$ cat src/common/pcapwm_pkg.sv
// constants for the pwm cycle configuration block: register indices, field layout, reset values
// assumes a 32-bit apb with byte address = 4 * register index
package pcapwm_pkg;
    localparam int unsigned ADDR_W        = 12;
    localparam int unsigned DATA_W        = 32;
    localparam int unsigned BYTE_W        = 8;
    localparam int unsigned CNT_W         = 16;
    localparam int unsigned IDX_W         = 10;
    localparam int unsigned IDX_LSB       = 2;
    // register indices (byte address is four times these)
    localparam logic [9:0]  IDX_CYCLE_CFG = 10'h0F7;
    localparam logic [9:0]  IDX_MODE_BASE = 10'h0DA;
    localparam logic [9:0]  IDX_CMPL_BASE = 10'h0E0;
    localparam logic [9:0]  IDX_CMPH_BASE = 10'h0E8;
    localparam logic [9:0]  IDX_COUNTER   = 10'h0F0;
    // pwm_cycle_config fields
    localparam int unsigned CFG_RSEL_BIT  = 7;
    localparam int unsigned CFG_IRQEN_BIT = 6;
    localparam int unsigned CFG_FLAG_BIT  = 5;
    localparam int unsigned CFG_LEN_LSB   = 0;
    localparam int unsigned CFG_LEN_W     = 2;
    localparam logic [2:0]  CFG_RSVD_RD   = 3'h0;
    localparam logic [7:0]  CFG_RESET     = 8'h00;
    // channel_compare_mode fields
    localparam int unsigned MODE_WIDE_BIT = 7;
    localparam int unsigned MODE_COMP_BIT = 6;
    localparam int unsigned MODE_PWM_BIT  = 1;
    localparam logic [7:0]  MODE_RESET    = 8'h00;
    localparam logic [15:0] CNT_RESET     = 16'h0000;
    // cycle length: base bits plus the select value
    localparam int unsigned BASE_LEN      = 8;
    localparam logic [1:0]  LEN_8BIT      = 2'h0;
    localparam logic [31:0] LEN_ONE       = 32'h0000_0001;
    localparam logic [15:0] CNT_STEP      = 16'h0001;
    localparam logic [31:0] RD_ZERO       = 32'h0000_0000;
endpackage : pcapwm_pkg

$ cat src/hdl/pcapwm_core.sv
// pwm cycle configuration, cycle overflow flag, auto-reload path and per-channel pwm compare
// assumes an apb3 master on MCLK_I and a one-cycle COUNT_TICK_I pulse from the timebase
`timescale 1ns/1ns
`default_nettype none

module pcapwm_core #(
    parameter int unsigned NUM_CH = 3
) (
    input  wire logic                          MCLK_I,
    input  wire logic                          RST_I,
    input  wire logic                          PSEL_I,
    input  wire logic                          PENABLE_I,
    input  wire logic                          PWRITE_I,
    input  wire logic [pcapwm_pkg::ADDR_W-1:0] PADDR_I,
    input  wire logic [pcapwm_pkg::DATA_W-1:0] PWDATA_I,
    input  wire logic                          COUNT_TICK_I,
    output logic                               PREADY_O,
    output logic                               PSLVERR_O,
    output logic      [pcapwm_pkg::DATA_W-1:0] PRDATA_O,
    output logic                               IRQ_O,
    output logic      [NUM_CH-1:0]             PWM_O
);
    import pcapwm_pkg::*;

    // mask of the low bits that form one pwm cycle
    function automatic logic [CNT_W-1:0] len_mask(input logic [CFG_LEN_W-1:0] sel);
        logic [31:0] m;
        m = (LEN_ONE << (BASE_LEN + int'(sel))) - LEN_ONE;
        return m[CNT_W-1:0];
    endfunction : len_mask

    // one register of a per-channel bank sits at the bank base plus the channel number
    function automatic logic reg_hit(input logic [IDX_W-1:0] sel, input logic [IDX_W-1:0] base,
                                     input int ch);
        return sel == (base + IDX_W'(ch));
    endfunction : reg_hit

    logic [BYTE_W-1:0]    mode [NUM_CH];
    logic [CNT_W-1:0]     cmp  [NUM_CH];
    logic [CNT_W-1:0]     rld  [NUM_CH];
    logic                 rsel;
    logic                 irq_en;
    logic                 flag;
    logic [CFG_LEN_W-1:0] len_sel;
    logic [CNT_W-1:0]     count;
    logic [NUM_CH-1:0]    pwm_q;

    wire                  setup   = PSEL_I & ~PENABLE_I;
    wire                  access  = PSEL_I & PENABLE_I;
    wire                  wr      = access & PWRITE_I;
    wire  [IDX_W-1:0]     idx     = PADDR_I[IDX_LSB +: IDX_W];
    wire                  cfg_hit = (idx == IDX_CYCLE_CFG);
    wire                  cnt_hit = (idx == IDX_COUNTER);
    wire  [CNT_W-1:0]     mask    = len_mask(len_sel);
    // the carry is seen as the tick arrives with all selected low bits at one, so the flag lands with the wrap
    wire                  cyc_ovf = COUNT_TICK_I & ((count & mask) == mask);
    wire                  cfg_wr  = wr & cfg_hit;
    wire  [BYTE_W-1:0]    cfg_rd  = {rsel, irq_en, flag, CFG_RSVD_RD, len_sel};
    wire                  next_flag = cyc_ovf | (cfg_wr ? PWDATA_I[CFG_FLAG_BIT] : flag);

    logic [NUM_CH-1:0]    hit_mode;
    logic [NUM_CH-1:0]    hit_low;
    logic [NUM_CH-1:0]    hit_high;
    logic [NUM_CH-1:0]    reload_go;
    logic [NUM_CH-1:0]    next_pwm;
    logic [DATA_W-1:0]    rd_word;

    always_comb begin
        for (int n = 0; n < NUM_CH; n++) begin
            hit_mode[n]  = reg_hit(idx, IDX_MODE_BASE, n);
            hit_low[n]   = reg_hit(idx, IDX_CMPL_BASE, n);
            hit_high[n]  = reg_hit(idx, IDX_CMPH_BASE, n);
            // reload only for 9 to 11-bit pwm, never in 8-bit or wide mode
            reload_go[n] = cyc_ovf & mode[n][MODE_PWM_BIT] & ~mode[n][MODE_WIDE_BIT]
                           & (len_sel != LEN_8BIT);
            // non-wide channels share the length mask; wide ones compare all bits
            next_pwm[n]  = mode[n][MODE_PWM_BIT] & mode[n][MODE_COMP_BIT] &
                           (mode[n][MODE_WIDE_BIT] ? (count < cmp[n])
                                                   : ((count & mask) < (cmp[n] & mask)));
        end
    end

    wire mapped = cfg_hit | cnt_hit | (|hit_mode) | (|hit_low) | (|hit_high);

    // read mux; the select bit steers compare reads between the two banks
    always_comb begin
        rd_word = RD_ZERO;
        if (cfg_hit) begin
            rd_word[BYTE_W-1:0] = cfg_rd;
        end
        if (cnt_hit) begin
            rd_word[CNT_W-1:0] = count;
        end
        for (int n = 0; n < NUM_CH; n++) begin
            if (hit_mode[n]) begin
                rd_word[BYTE_W-1:0] = mode[n];
            end
            if (hit_low[n]) begin
                rd_word[BYTE_W-1:0] = rsel ? rld[n][BYTE_W-1:0] : cmp[n][BYTE_W-1:0];
            end
            if (hit_high[n]) begin
                rd_word[BYTE_W-1:0] = rsel ? rld[n][CNT_W-1:BYTE_W] : cmp[n][CNT_W-1:BYTE_W];
            end
        end
    end

    // zero wait states; unmapped indices answer with an error, read zero and drop writes
    assign PREADY_O  = access;
    assign PSLVERR_O = access & ~mapped;
    assign IRQ_O     = flag & irq_en;
    assign PWM_O     = pwm_q;

    // read data is caught in the setup cycle so it comes from a flop yet needs no wait state
    always_ff @(posedge MCLK_I) begin
        if (RST_I) begin
            PRDATA_O <= RD_ZERO;
        end else if (setup & ~PWRITE_I) begin
            PRDATA_O <= rd_word;
        end
    end

    always_ff @(posedge MCLK_I) begin
        if (RST_I) begin
            rsel    <= CFG_RESET[CFG_RSEL_BIT];
            irq_en  <= CFG_RESET[CFG_IRQEN_BIT];
            len_sel <= CFG_RESET[CFG_LEN_LSB +: CFG_LEN_W];
        end else if (cfg_wr) begin
            rsel    <= PWDATA_I[CFG_RSEL_BIT];
            irq_en  <= PWDATA_I[CFG_IRQEN_BIT];
            len_sel <= PWDATA_I[CFG_LEN_LSB +: CFG_LEN_W];
        end
    end

    // overflow set wins over a same-cycle software clear
    always_ff @(posedge MCLK_I) begin
        if (RST_I) begin
            flag <= CFG_RESET[CFG_FLAG_BIT];
        end else begin
            flag <= next_flag;
        end
    end

    // a software preset in the same cycle as a tick wins, and that tick is lost
    always_ff @(posedge MCLK_I) begin
        if (RST_I) begin
            count <= CNT_RESET;
        end else if (wr & cnt_hit) begin
            count <= PWDATA_I[CNT_W-1:0];
        end else if (COUNT_TICK_I) begin
            count <= count + CNT_STEP;
        end
    end

    // a software write to a compare byte takes precedence over the cycle reload
    always_ff @(posedge MCLK_I) begin
        if (RST_I) begin
            for (int n = 0; n < NUM_CH; n++) begin
                mode[n] <= MODE_RESET;
                cmp[n]  <= CNT_RESET;
                rld[n]  <= CNT_RESET;
                pwm_q[n] <= 1'b0;
            end
        end else begin
            for (int n = 0; n < NUM_CH; n++) begin
                pwm_q[n] <= next_pwm[n];
                if (wr & hit_mode[n]) begin
                    mode[n] <= PWDATA_I[BYTE_W-1:0];
                end
                if (wr & hit_low[n] & rsel) begin
                    rld[n][BYTE_W-1:0] <= PWDATA_I[BYTE_W-1:0];
                end
                if (wr & hit_high[n] & rsel) begin
                    rld[n][CNT_W-1:BYTE_W] <= PWDATA_I[BYTE_W-1:0];
                end
                if (wr & hit_low[n] & ~rsel) begin
                    cmp[n][BYTE_W-1:0] <= PWDATA_I[BYTE_W-1:0];
                end else if (wr & hit_high[n] & ~rsel) begin
                    cmp[n][CNT_W-1:BYTE_W] <= PWDATA_I[BYTE_W-1:0];
                end else if (reload_go[n]) begin
                    cmp[n] <= rld[n];
                end
            end
        end
    end

    irq_gate_a: assert property (@(posedge MCLK_I) disable iff (RST_I)
        IRQ_O == (flag && irq_en)) else $error("irq does not follow flag and enable");

    flag_set_a: assert property (@(posedge MCLK_I) disable iff (RST_I)
        COUNT_TICK_I && ((count & len_mask(len_sel)) == len_mask(len_sel)) |=> flag)
        else $error("cycle overflow did not set the flag");

    flag_hold_a: assert property (@(posedge MCLK_I) disable iff (RST_I)
        $fell(flag) |-> $past(cfg_wr) && !$past(PWDATA_I[CFG_FLAG_BIT]) && !$past(cyc_ovf))
        else $error("flag cleared without a software zero");

    rsvd_zero_a: assert property (@(posedge MCLK_I) disable iff (RST_I)
        PSEL_I && !PENABLE_I && !PWRITE_I && cfg_hit |=> PRDATA_O[4:2] == CFG_RSVD_RD)
        else $error("reserved configuration bits read nonzero");

    len_sel_a: assert property (@(posedge MCLK_I) disable iff (RST_I)
        cyc_ovf |-> count[BASE_LEN + int'(len_sel) - 1 -: BASE_LEN] == {BASE_LEN{1'b1}})
        else $error("overflow at the wrong cycle length");

    reload_a: assert property (@(posedge MCLK_I) disable iff (RST_I)
        reload_go[0] && !(wr && (hit_low[0] || hit_high[0])) |=> cmp[0] == $past(rld[0]))
        else $error("compare not reloaded at cycle overflow");

    no_reload_a: assert property (@(posedge MCLK_I) disable iff (RST_I)
        len_sel == LEN_8BIT && !wr |=> $stable(cmp[0]))
        else $error("reload acted in 8-bit mode");

    sel_read_a: assert property (@(posedge MCLK_I) disable iff (RST_I)
        setup && !PWRITE_I && hit_low[0] && rsel |=> PRDATA_O[BYTE_W-1:0] == $past(rld[0][BYTE_W-1:0]))
        else $error("select bit did not route read to reload bank");

    wide_pwm_a: assert property (@(posedge MCLK_I) disable iff (RST_I)
        mode[0][MODE_WIDE_BIT] && mode[0][MODE_PWM_BIT] && mode[0][MODE_COMP_BIT]
        |=> PWM_O[0] == ($past(count) < $past(cmp[0])))
        else $error("wide pwm channel depends on cycle length");

    // channel-level checks watch channel 0; the other channels run the same code
    flag_sw_set_a: assert property (@(posedge MCLK_I) disable iff (RST_I)
        cfg_wr && PWDATA_I[CFG_FLAG_BIT]
        |=> flag)
        else $error("software one did not set the flag");

    flag_sw_clr_a: assert property (@(posedge MCLK_I) disable iff (RST_I)
        cfg_wr && !PWDATA_I[CFG_FLAG_BIT] && !cyc_ovf
        |=> !flag)
        else $error("software zero did not clear the flag");

    flag_keep_a: assert property (@(posedge MCLK_I) disable iff (RST_I)
        flag && !cfg_wr
        |=> flag)
        else $error("flag dropped without a configuration write");

    flag_quiet_a: assert property (@(posedge MCLK_I) disable iff (RST_I)
        !flag && !cyc_ovf && !(cfg_wr && PWDATA_I[CFG_FLAG_BIT])
        |=> !flag)
        else $error("flag set without an overflow or a software one");

    len_write_a: assert property (@(posedge MCLK_I) disable iff (RST_I)
        cfg_wr
        |=> len_sel == $past(PWDATA_I[CFG_LEN_LSB +: CFG_LEN_W]))
        else $error("cycle length field not taken from the write");

    rsel_write_a: assert property (@(posedge MCLK_I) disable iff (RST_I)
        cfg_wr
        |=> rsel == $past(PWDATA_I[CFG_RSEL_BIT]))
        else $error("bank select bit not taken from the write");

    cmp_write_a: assert property (@(posedge MCLK_I) disable iff (RST_I)
        wr && hit_low[0] && !rsel
        |=> cmp[0][BYTE_W-1:0] == $past(PWDATA_I[BYTE_W-1:0]))
        else $error("compare low byte not written with select clear");

    rld_write_a: assert property (@(posedge MCLK_I) disable iff (RST_I)
        wr && hit_low[0] && rsel
        |=> rld[0][BYTE_W-1:0] == $past(PWDATA_I[BYTE_W-1:0]))
        else $error("reload low byte not written with select set");

    rld_guard_a: assert property (@(posedge MCLK_I) disable iff (RST_I)
        wr && hit_low[0] && !rsel
        |=> $stable(rld[0]))
        else $error("reload bank written with select clear");

    wide_keep_a: assert property (@(posedge MCLK_I) disable iff (RST_I)
        mode[0][MODE_WIDE_BIT] && !(wr && (hit_low[0] || hit_high[0]))
        |=> $stable(cmp[0]))
        else $error("wide channel compare reloaded");

    narrow_pwm_a: assert property (@(posedge MCLK_I) disable iff (RST_I)
        !mode[0][MODE_WIDE_BIT] && mode[0][MODE_PWM_BIT] && mode[0][MODE_COMP_BIT]
        |=> PWM_O[0] == (($past(count) & $past(mask)) < ($past(cmp[0]) & $past(mask))))
        else $error("narrow pwm channel ignores the cycle length");

    pwm_off_a: assert property (@(posedge MCLK_I) disable iff (RST_I)
        !mode[0][MODE_PWM_BIT]
        |=> !PWM_O[0])
        else $error("pwm output active with pwm mode off");

    irq_mask_a: assert property (@(posedge MCLK_I) disable iff (RST_I)
        !irq_en
        |-> !IRQ_O)
        else $error("interrupt raised while masked");

    irq_follow_a: assert property (@(posedge MCLK_I) disable iff (RST_I)
        cyc_ovf && irq_en && !cfg_wr
        |=> IRQ_O)
        else $error("enabled cycle overflow raised no interrupt");

    count_step_a: assert property (@(posedge MCLK_I) disable iff (RST_I)
        COUNT_TICK_I && !(wr && cnt_hit)
        |=> count == $past(count) + CNT_STEP)
        else $error("main counter did not advance on a tick");

    wide_len_a: assert property (@(posedge MCLK_I) disable iff (RST_I)
        mode[0][MODE_WIDE_BIT] && $stable(mode[0]) && $stable(count) && $stable(cmp[0]) && $changed(len_sel)
        |=> $stable(PWM_O[0]))
        else $error("wide pwm level moved with the cycle length");

endmodule : pcapwm_core
`default_nettype wire

$ cat config.mk
export PLATFORM = sky130hd
export DESIGN_NAME = pcapwm_core
export DESIGN_NICKNAME = d
export VERILOG_FILES = /design/src/common/pcapwm_pkg.sv /design/src/hdl/pcapwm_core.sv
export SDC_FILE = /design/constraint.sdc
export NUM_CORES = 1
export LEC_CHECK = 0
export ABC_CLOCK_PERIOD_IN_PS = 2800
export BUFFER_PORTS_ARGS = -buffer_cell sky130_fd_sc_hd__buf_2
export CORE_ASPECT_RATIO = 1.75
export CORE_MARGIN = 4
export CORE_UTILIZATION = 56
export CTS_BUF_LIST = sky130_fd_sc_hd__clkbuf_4
export CTS_CLUSTER_DIAMETER = 150
export DETAILED_ROUTE_END_ITERATION = 8
export GPL_ROUTABILITY_DRIVEN = 0
export HOLD_SLACK_MARGIN = 0.06
export PLACE_DENSITY_LB_ADDON = 0.05
export SETUP_SLACK_MARGIN = 0.4
export SLEW_MARGIN = 20
export SYNTH_ARGS = -nofsm -noshare
export SYNTH_HDL_FRONTEND = slang
export SYNTH_SLANG_ARGS = --single-unit
$ cat constraint.sdc
create_clock -name MCLK_I -period 2.8 [get_ports MCLK_I]
set_input_delay 0 -clock MCLK_I [delete_from_list [all_inputs] [get_ports MCLK_I]]
set_output_delay 0 -clock MCLK_I [all_outputs]
set_load 0.01 [all_outputs]
* After elaboration in Yosys (flattened, before gate mapping)
Memories as Yosys holds them, arrays and structs flattened.
Index checks and enable logic that the tools add are counted.
** Storage, ports and cells
- Register bits :: 40
- RAM bits :: 120
- Output and inout port bits :: 38
- Logic and storage cells :: 228
- Memories kept :: 3
** Cells by class
- $add $sub $neg :: 3
- $lt $le $gt $ge :: 6
- Equality and inequality tests :: 12
- Shift-type cells :: 1
- Multiplexer cells :: 109
- Bitwise operators :: 82
- Reduce and logical (&&, ||, !) cells :: 5
** Memories
- cmp :: words 3, width 16, read ports 3, clocked after Yosys merged registers in 0, write ports 3, RTL line pcapwm_core.sv:39 : logic [CNT_W-1:0] cmp [NUM_CH];
- rld :: words 3, width 16, read ports 3, clocked after Yosys merged registers in 0, write ports 3, RTL line pcapwm_core.sv:40 : logic [CNT_W-1:0] rld [NUM_CH];
- mode :: words 3, width 8, read ports 3, clocked after Yosys merged registers in 0, write ports 3, RTL line pcapwm_core.sv:38 : logic [BYTE_W-1:0] mode [NUM_CH];
** Operator list (number)
- $mux 8 :: 37
- $eq 10x8->1 const B :: 11
- $lt 16x16->1 :: 6
- $mux 1 :: 69
- $and 16x16->16 :: 4
- $mux 16 :: 3
- $and 1x1->1 :: 45
- $or 1x1->1 :: 26
- $add 16x1->16 const B :: 1
- $eq 16x16->1 :: 1
- $shl 1x5->16 const A :: 1
- $sub 16x1->16 const B :: 1
- $reduce_or 3->1 :: 3
- $not 1->1 :: 7
- $add 4x2->5 const A :: 1
- $reduce_bool 2->1 :: 2

* Longest topological paths before layout
Gate-level depths: netlist (run 1).
- Depth after elaboration :: 15
- Gate-level depth with buffers :: 14

* Least setup slack after synthesis (run 1)
No wires, ideal clock.
- Path type :: reg2reg
- Start point :: reg len_sel[1]
- End point :: mem cmp[2][0], enable pin
- Setup time :: 384 ps
- Arrival :: 2705 ps
- Data required time :: 2416 ps
- Slack :: -289 ps
- Cell stages (with the launch flop) :: 12
- Clock period less this slack :: 3089 ps
- Cell sequence :: dfxtp_1 buf_2 nor2_1 inv_1 ha_1 a21bo_2 o21ai_0 or4_4 a211oi_2 buf_2 nor2_1 o21ai_0
** RTL lines
- start, declared :: RTL line pcapwm_core.sv:44 : logic [CFG_LEN_W-1:0] len_sel;
- start signal, assigned :: RTL line pcapwm_core.sv:126 : len_sel <= CFG_RESET[CFG_LEN_LSB +: CFG_LEN_W];
- start signal, assigned :: RTL line pcapwm_core.sv:130 : len_sel <= PWDATA_I[CFG_LEN_LSB +: CFG_LEN_W];
- end, declared :: RTL line pcapwm_core.sv:39

==> results of run 1 <==
## state kept, by name, indices dropped and copies added, names as in the netlist
| register | flops |
|---|---|
| cmp | 48 |
| rld | 48 |
| mode | 24 |
| PRDATA_O | 16 |
| count | 16 |
| PWM_O | 3 |
| len_sel | 2 |
| flag | 1 |
| irq_en | 1 |
| rsel | 1 |
## power breakdown
part	internal, mW	leakage, nW	switching, mW
logic	0.152	2.88	0.284
clock network	0.477	0.138	0.902
registers	2.62	1.50	0.0795
## routing by layer
metal | global-route usage, % | up-vias | share of wire (%)
met5 | 0 | - | 0
li1 | - | 3897 | -
met2 | 55.7 | 518 | 48
met3 | 5.88 | 145 | 8.5
met4 | 23.4 | 0 | 8.9
met1 | 39.5 | 3986 | 35
## cell usage after synthesis (7+ instances only)
master / instances / area (um^2)
a211oi_1: 28 / 210
a21o_1: 15 / 113
a21oi_1: 73 / 365
a22o_1: 9 / 78.8
a22oi_1: 8 / 60.1
and2_1: 16 / 100
and3_1: 10 / 62.6
buf_2: 11 / 55.1
buf_4: 18 / 135
clkbuf_1: 30 / 113
dfxtp_1: 40 / 801
edfxtp_1: 120 / 3600
ha_1: 72 / 901
inv_1: 68 / 255
mux2i_1: 36 / 360
nand2_1: 130 / 488
nand2b_1: 17 / 106
nand3_1: 31 / 155
nor2_1: 56 / 210
nor2b_1: 7 / 43.8
nor3_1: 15 / 75.1
nor4_1: 21 / 131
o21ai_0: 24 / 120
o21bai_1: 7 / 52.6
o221ai_1: 8 / 70.1
o22ai_1: 10 / 62.6
o31ai_2: 8 / 100
xor2_1: 9 / 78.8
## metrics by stage
| stage | hold WS, ns | area [um^2] | utilization (%) |
|---|---|---|---|
| 2_1_floorplan | 0.147 | 10000 | - |
| 3_3_place_gp | 0.302 | 10600 | 62.1 |
| 3_5_place_dp | 0.300 | 10600 | 62.1 |
| 4_1_cts | 0.0645 | 11300 | 66.4 |
| 5_1_grt | 0.143 | 11500 | 67.3 |
| 6_report | 0.118 | 11500 | 67.3 |
## final timing paths
| check | start | to | slack [ns] | cells past startpoint |
|---|---|---|---|---|
| hold reg to reg | PRDATA_O[12] | PRDATA_O[12] | 0.46 | 2 |
| setup reg to reg | len_sel[1] | cmp[2][6] | 0.25 | 8 |
| hold / removal | PADDR_I[6] | rsel | 0.12 | 6 |
| setup / recovery | len_sel[1] | cmp[2][6] | 0.25 | 8 |
## kinds of logic (layout without fill, tap and decap cells)
| logic type | Yosys count | count (layout) |
|---|---|---|
| AO/OA/AOI/OAI | 240 | 240 |
| XOR/XNOR | 15 | 15 |
| adder cells (fa/ha/maj) | 72 | 72 |
| buffers and inverters | 134 | 244 |
| flip-flops | 160 | 160 |
| multiplexers | 39 | 39 |
| other | 2 | 23 |
| AND/OR/NAND/NOR | 337 | 337 |
## worst max-delay path, cell delays in order, from the launching register on
cell and delay (ns):
dfxtp_4 0.42, and2_4 0.19, inv_4 0.04, ha_4 0.27, o2111ai_2 0.14, or4_4 0.48, o41a_4 0.49, buf_12 0.17
o31ai_2 0.17
## cells in the final DEF, fill, tap and decap left out, types with 21 or more instances in the layout
cell and n:
ha_1 69, inv_1 66, a211oi_1 28, dlygate4sd3_1 30, buf_2 53, nor2_1 53, nand3_1 28, o21ai_0 21
buf_4 49, dfxtp_1 37, conb_1 22, mux2i_1 36, edfxtp_1 120, nand2_1 128, a21oi_1 59
## final cells by class
type	count	area, um^2
antenna	1	2.50
fill	1397	5570
sequential	160	4420
clock buffer	19	143
timing repair buffer	144	1120
tap	227	284
inverter	68	258
clock inverter	13	133
multi-input combinational	725	5100
## timing repair
action | in CTS | in global routing
pin swaps | 5 | 4
endpoints found under the setup margin | 138 | 147
gates cloned | 1 | 1
gates resized for setup | 25 | 23
hold endpoints to repair | 139 | 0
hold buffers | 30 | 0
setup buffers | 7 | 3
==> qor.txt, run 1 <==
Rel. slew slack: 35.3%
unrepaired setup endpoints after global routing: true
placed wire-length estimate: 24,700 um
Core ar.: 17,000 um^2
crit path launch type: flop
post-route antenna net violation count: 0
vias per inst: 6.30
WL/cell: 24.2 um
#FFs+latches synth: 160
Tot GR Track Use: 33.8%
Slew @ Worst Pin: 0.970 ns
first-pass GRT wire length: 48,500 um
Synth Area in XOR/XNOR: 1.34%
Max-cap violations: 0
Clock Path Buffers: 2
P per Cell Area: 395 nW/um^2
Clock Sinks: 160
Synth Area in Adders: 9.22%
CTS clock-pin slew for the worst setup and hold paths: 0.14 ns
Iteration-0 DRC Markers: 969
Post-synth EDFFs: 120
share of cells above drive strength 1: 19.0%
Synth Instances: 999
Yosys warnings: 0
crit path capture type: flop
status: finished clean
row cnt: 63
register area share after synthesis: 45.1%
DR vias: 8,546
main combinational cell family by area after synthesis: compound AO/OA/AOI/OAI gates
clk_skew: 0.0255 ns
initial antenna violation count: 1
Die Wd: 108 um
Remaining Overflow, GRT: 0
crit path time final: 2.55 ns
clk_lat worst skew: 0.61 ns
CTS tree: done
# port buffers: 53
pre-CTS setup slack: 0.160 ns
final worst slack: 0.245 ns
Final Setup Violations: 0
DRC viols: 0
setup TNS: 0 ns
largest net degree at the start of global routing: 63
die height: 183 um
leakage power figure: 4.52 nW
highest clock rate: 0.391 GHz
Crit Path Category: reg2reg
Hold Path Class: in2reg
post-synthesis cell type count: 68
clk root buf: clkbuf_4
Finished Layout Cells: 1,357
Synth Area in Simple Gates: 16.8%
top_reg_cell synth: edfxtp_1
ys async rst share: 0%
fin crit share: 91.2%
Ports: 88
cts bufs inserted: 17
Initial DRT Pass Iterations: 6
Mapped Area: 9770 um^2
post-synthesis mux area share: 4.38%
final WL: 32,800 um
NumNets Final: 1,238
Required @ worst endpoint: 3.23 ns
dpl cells: 1,282
Fin. Hold Viols: 0
Area growth, synth to finish: 17.2%
initial core utilization: 57.4%
Max FO, Critical Path: 8
die area: 19,700 um^2
compound-cell area share of the yosys netlist: 17.0%
Power Total: 4.52 mW
vias in the first global route: 8,238
Syn Area/Cell: 9.78 um^2
Worst Path Arrival: 2.98 ns
Max Slew Vio Count: 0
H-tree depth: 4
maximum VDD drop: 0.372 mV
Power figures use the tool's default switching activity.
==> run 2, diff against run 1 <==
- REMOVE_ABC_BUFFERS: unset -> 1
==> run 2 against run 1 <==
  * Routed wire length increased by 5.3%
  * Utilization is 3.4 points higher
  * Non-clock buffer count up 28
  * Die area is the same
  * Hold slack better by 0.029 ns
  * Via count is 2.5% higher
  * Sequential share of layout area shrank 1.8 points
  * Largest cell class unchanged
  * Largest power group unchanged
  * Highest routed layer unchanged
==> qor.txt, run 2 (synthesis results as in run 1) <==
DR vias: 8,757
fillers: 1,373
Fin. Hold Viols: 0
crit path launch type: flop
Tot GR Track Use: 35.4%
clk_skew: 0.0279 ns
initial core utilization: 57.4%
CTS clock-pin slew for the worst setup and hold paths: 0.14 ns
Hold Path Class: in2reg
Iteration-0 DRC Markers: 949
Remaining Overflow, GRT: 0
crit path time final: 2.58 ns
die area: 19,700 um^2
Ports: 88
Worst path slowest cell: or4_4
highest clock rate: 0.387 GHz
internal power: 3.49 mW
reg-to-reg endpoint: cmp[0][2]
NumNets Final: 1,266
Sw Share: 26.0%
cts bufs inserted: 17
CTS tree: done
most frequent cells in the layout: 128 x nand2_1, 120 x edfxtp_1, 69 x ha_1, 66 x inv_1, 61 x buf_4
R2R cell count: 10
Clock power frac: 33.3%
Power Total: 4.72 mW
placed wire-length estimate: 25,200 um
CP startpoint: len_sel[0]
Max Slew Vio Count: 0
leakage power figure: 4.81 nW
part of the power in registers: 57.2%
Top Registers: cmp (48), rld (48), mode (24)
Required @ worst endpoint: 3.27 ns
Worst Path Arrival: 3.05 ns
row cnt: 63
commonest non-fill, non-tap cell in the layout: nand2_1
vias in the first global route: 8,460
final worst slack: 0.216 ns
post-route antenna net violation count: 0
Final Setup Violations: 0
Slew @ Worst Pin: 0.713 ns
maximum VDD drop: 0.382 mV
final core occ: 70.6%
Core ar.: 17,000 um^2
pre-CTS setup slack: 0.137 ns
R2R setup slack: 0.22 ns
status: finished clean
H-tree depth: 4
die height: 183 um
P per Cell Area: 393 nW/um^2
Max-cap violations: 0
clk root buf: clkbuf_4
CP peak stage delay: 0.48 ns
Area growth, synth to finish: 23.1%
final WL: 34,600 um
crit-path cells: and2_4, inv_4, ha_4, o2111ai_4, or4_4, o41a_1, buf_4, buf_12, buf_16, a21oi_2
Max FO, Critical Path: 5
initial antenna violation count: 1
Rel. slew slack: 52.5%
crit path capture type: flop
setup TNS: 0 ns
Crit Path Category: reg2reg
DRC viols: 0
worst setup path end: cmp[0][2]
vias per inst: 6.32
largest net degree at the start of global routing: 55
clk_lat worst skew: 0.61 ns
reg-to-reg startpoint: len_sel[0]
WL/cell: 25.0 um
share of cells above drive strength 1: 21.9%
Die Wd: 108 um
Initial DRT Pass Iterations: 7
# port buffers: 53
fin crit share: 92.3%
Combinational Power Share: 9.5%
unrepaired setup endpoints after global routing: true
Clock Sinks: 160
first-pass GRT wire length: 50,400 um
Clock Path Buffers: 2
Sw Pwr: 1.23 mW
run 2: cell count changes in the layout (fill, tap and decap cells not counted), moves of 4 or more:
cell	change
buf_4	+12
a221oi_2	+4
a21oi_2	+17
buf_16	+5
a221oi_1	-4
a21oi_1	-18
dlygate4sd3_1	+11
run 2: area by class of cell:
cell class	count	area, um^2	area share (%)
inverters	68	258	2.14
well taps	227	284	2.36
flip-flops and latches	160	4420	36.7
multi-input cells	725	5270	43.8
clock buffers	18	135	1.12
diodes	1	2.50	0.0208
clock inverters	14	188	1.56
repair buffers	172	1470	12.2
run 2: timing repair:
action,in CTS,in global routing
hold buffers,40,1
gates cloned,5,2
resized for setup,67,42
endpoints found under the setup margin,98,111
pin swaps,8,7
hold endpoints to repair,124,25
buffers inserted,7,5
run 2: worst max-delay path: cells and delay by family (launching register included):
family	cells	cell delay, ns
AO/OA/AOI/OAI	3	0.59
flip-flops	1	0.42
AND/OR/NAND/NOR	2	0.67
adder cells (fa/ha/maj)	1	0.27
buffers and inverters	4	0.48
run 2: worst min-delay path by stage:
stage                            start            to  slack [ns]  depth (start not counted)
after floorplan                  RST_I  PRDATA_O[10]        0.07                          1
after global placement    PWDATA_I[11]     count[11]        0.29                          3
after detailed placement  PWDATA_I[14]     count[14]        0.30                          3
after CTS                    PENABLE_I   PRDATA_O[6]        0.08                          6
after global routing        PADDR_I[2]   PRDATA_O[3]        0.16                          4
final                        PENABLE_I   PRDATA_O[6]        0.15                          6
run 2: metrics by stage:
| stage | hold slack [ns] | std cells | instance area [um^2] |
|---|---|---|---|
| 2_1_floorplan | 0.0691 | 953 | 9510 |
| 3_3_place_gp | 0.293 | 1292 | 10500 |
| 3_5_place_dp | 0.301 | 1292 | 10500 |
| 4_1_cts | 0.0847 | 1376 | 11700 |
| 5_1_grt | 0.161 | 1385 | 12000 |
| 6_report | 0.147 | 1385 | 12000 |
run 2: power groups by stage:
stage / Clock, mW / Combinational, mW / Sequential (mW)
floorplan: 0 / 0.197 / 2.71
global placement: 0 / 0.387 / 2.75
detailed placement: 0 / 0.390 / 2.75
CTS: 1.59 / 0.426 / 2.70
global route: 1.69 / 0.480 / 2.70
finish: 1.57 / 0.450 / 2.70
run 2: layer usage:
metal	vias to the layer above	part of all wire [%]	wire length [um]	global-route usage, %
li1	3941	-	-	-
met1	4130	34	11800	39.9
met2	506	47	16300	56.6
met3	180	8.5	2930	7.36
met4	0	10	3520	29.6
met5	-	0	0	0
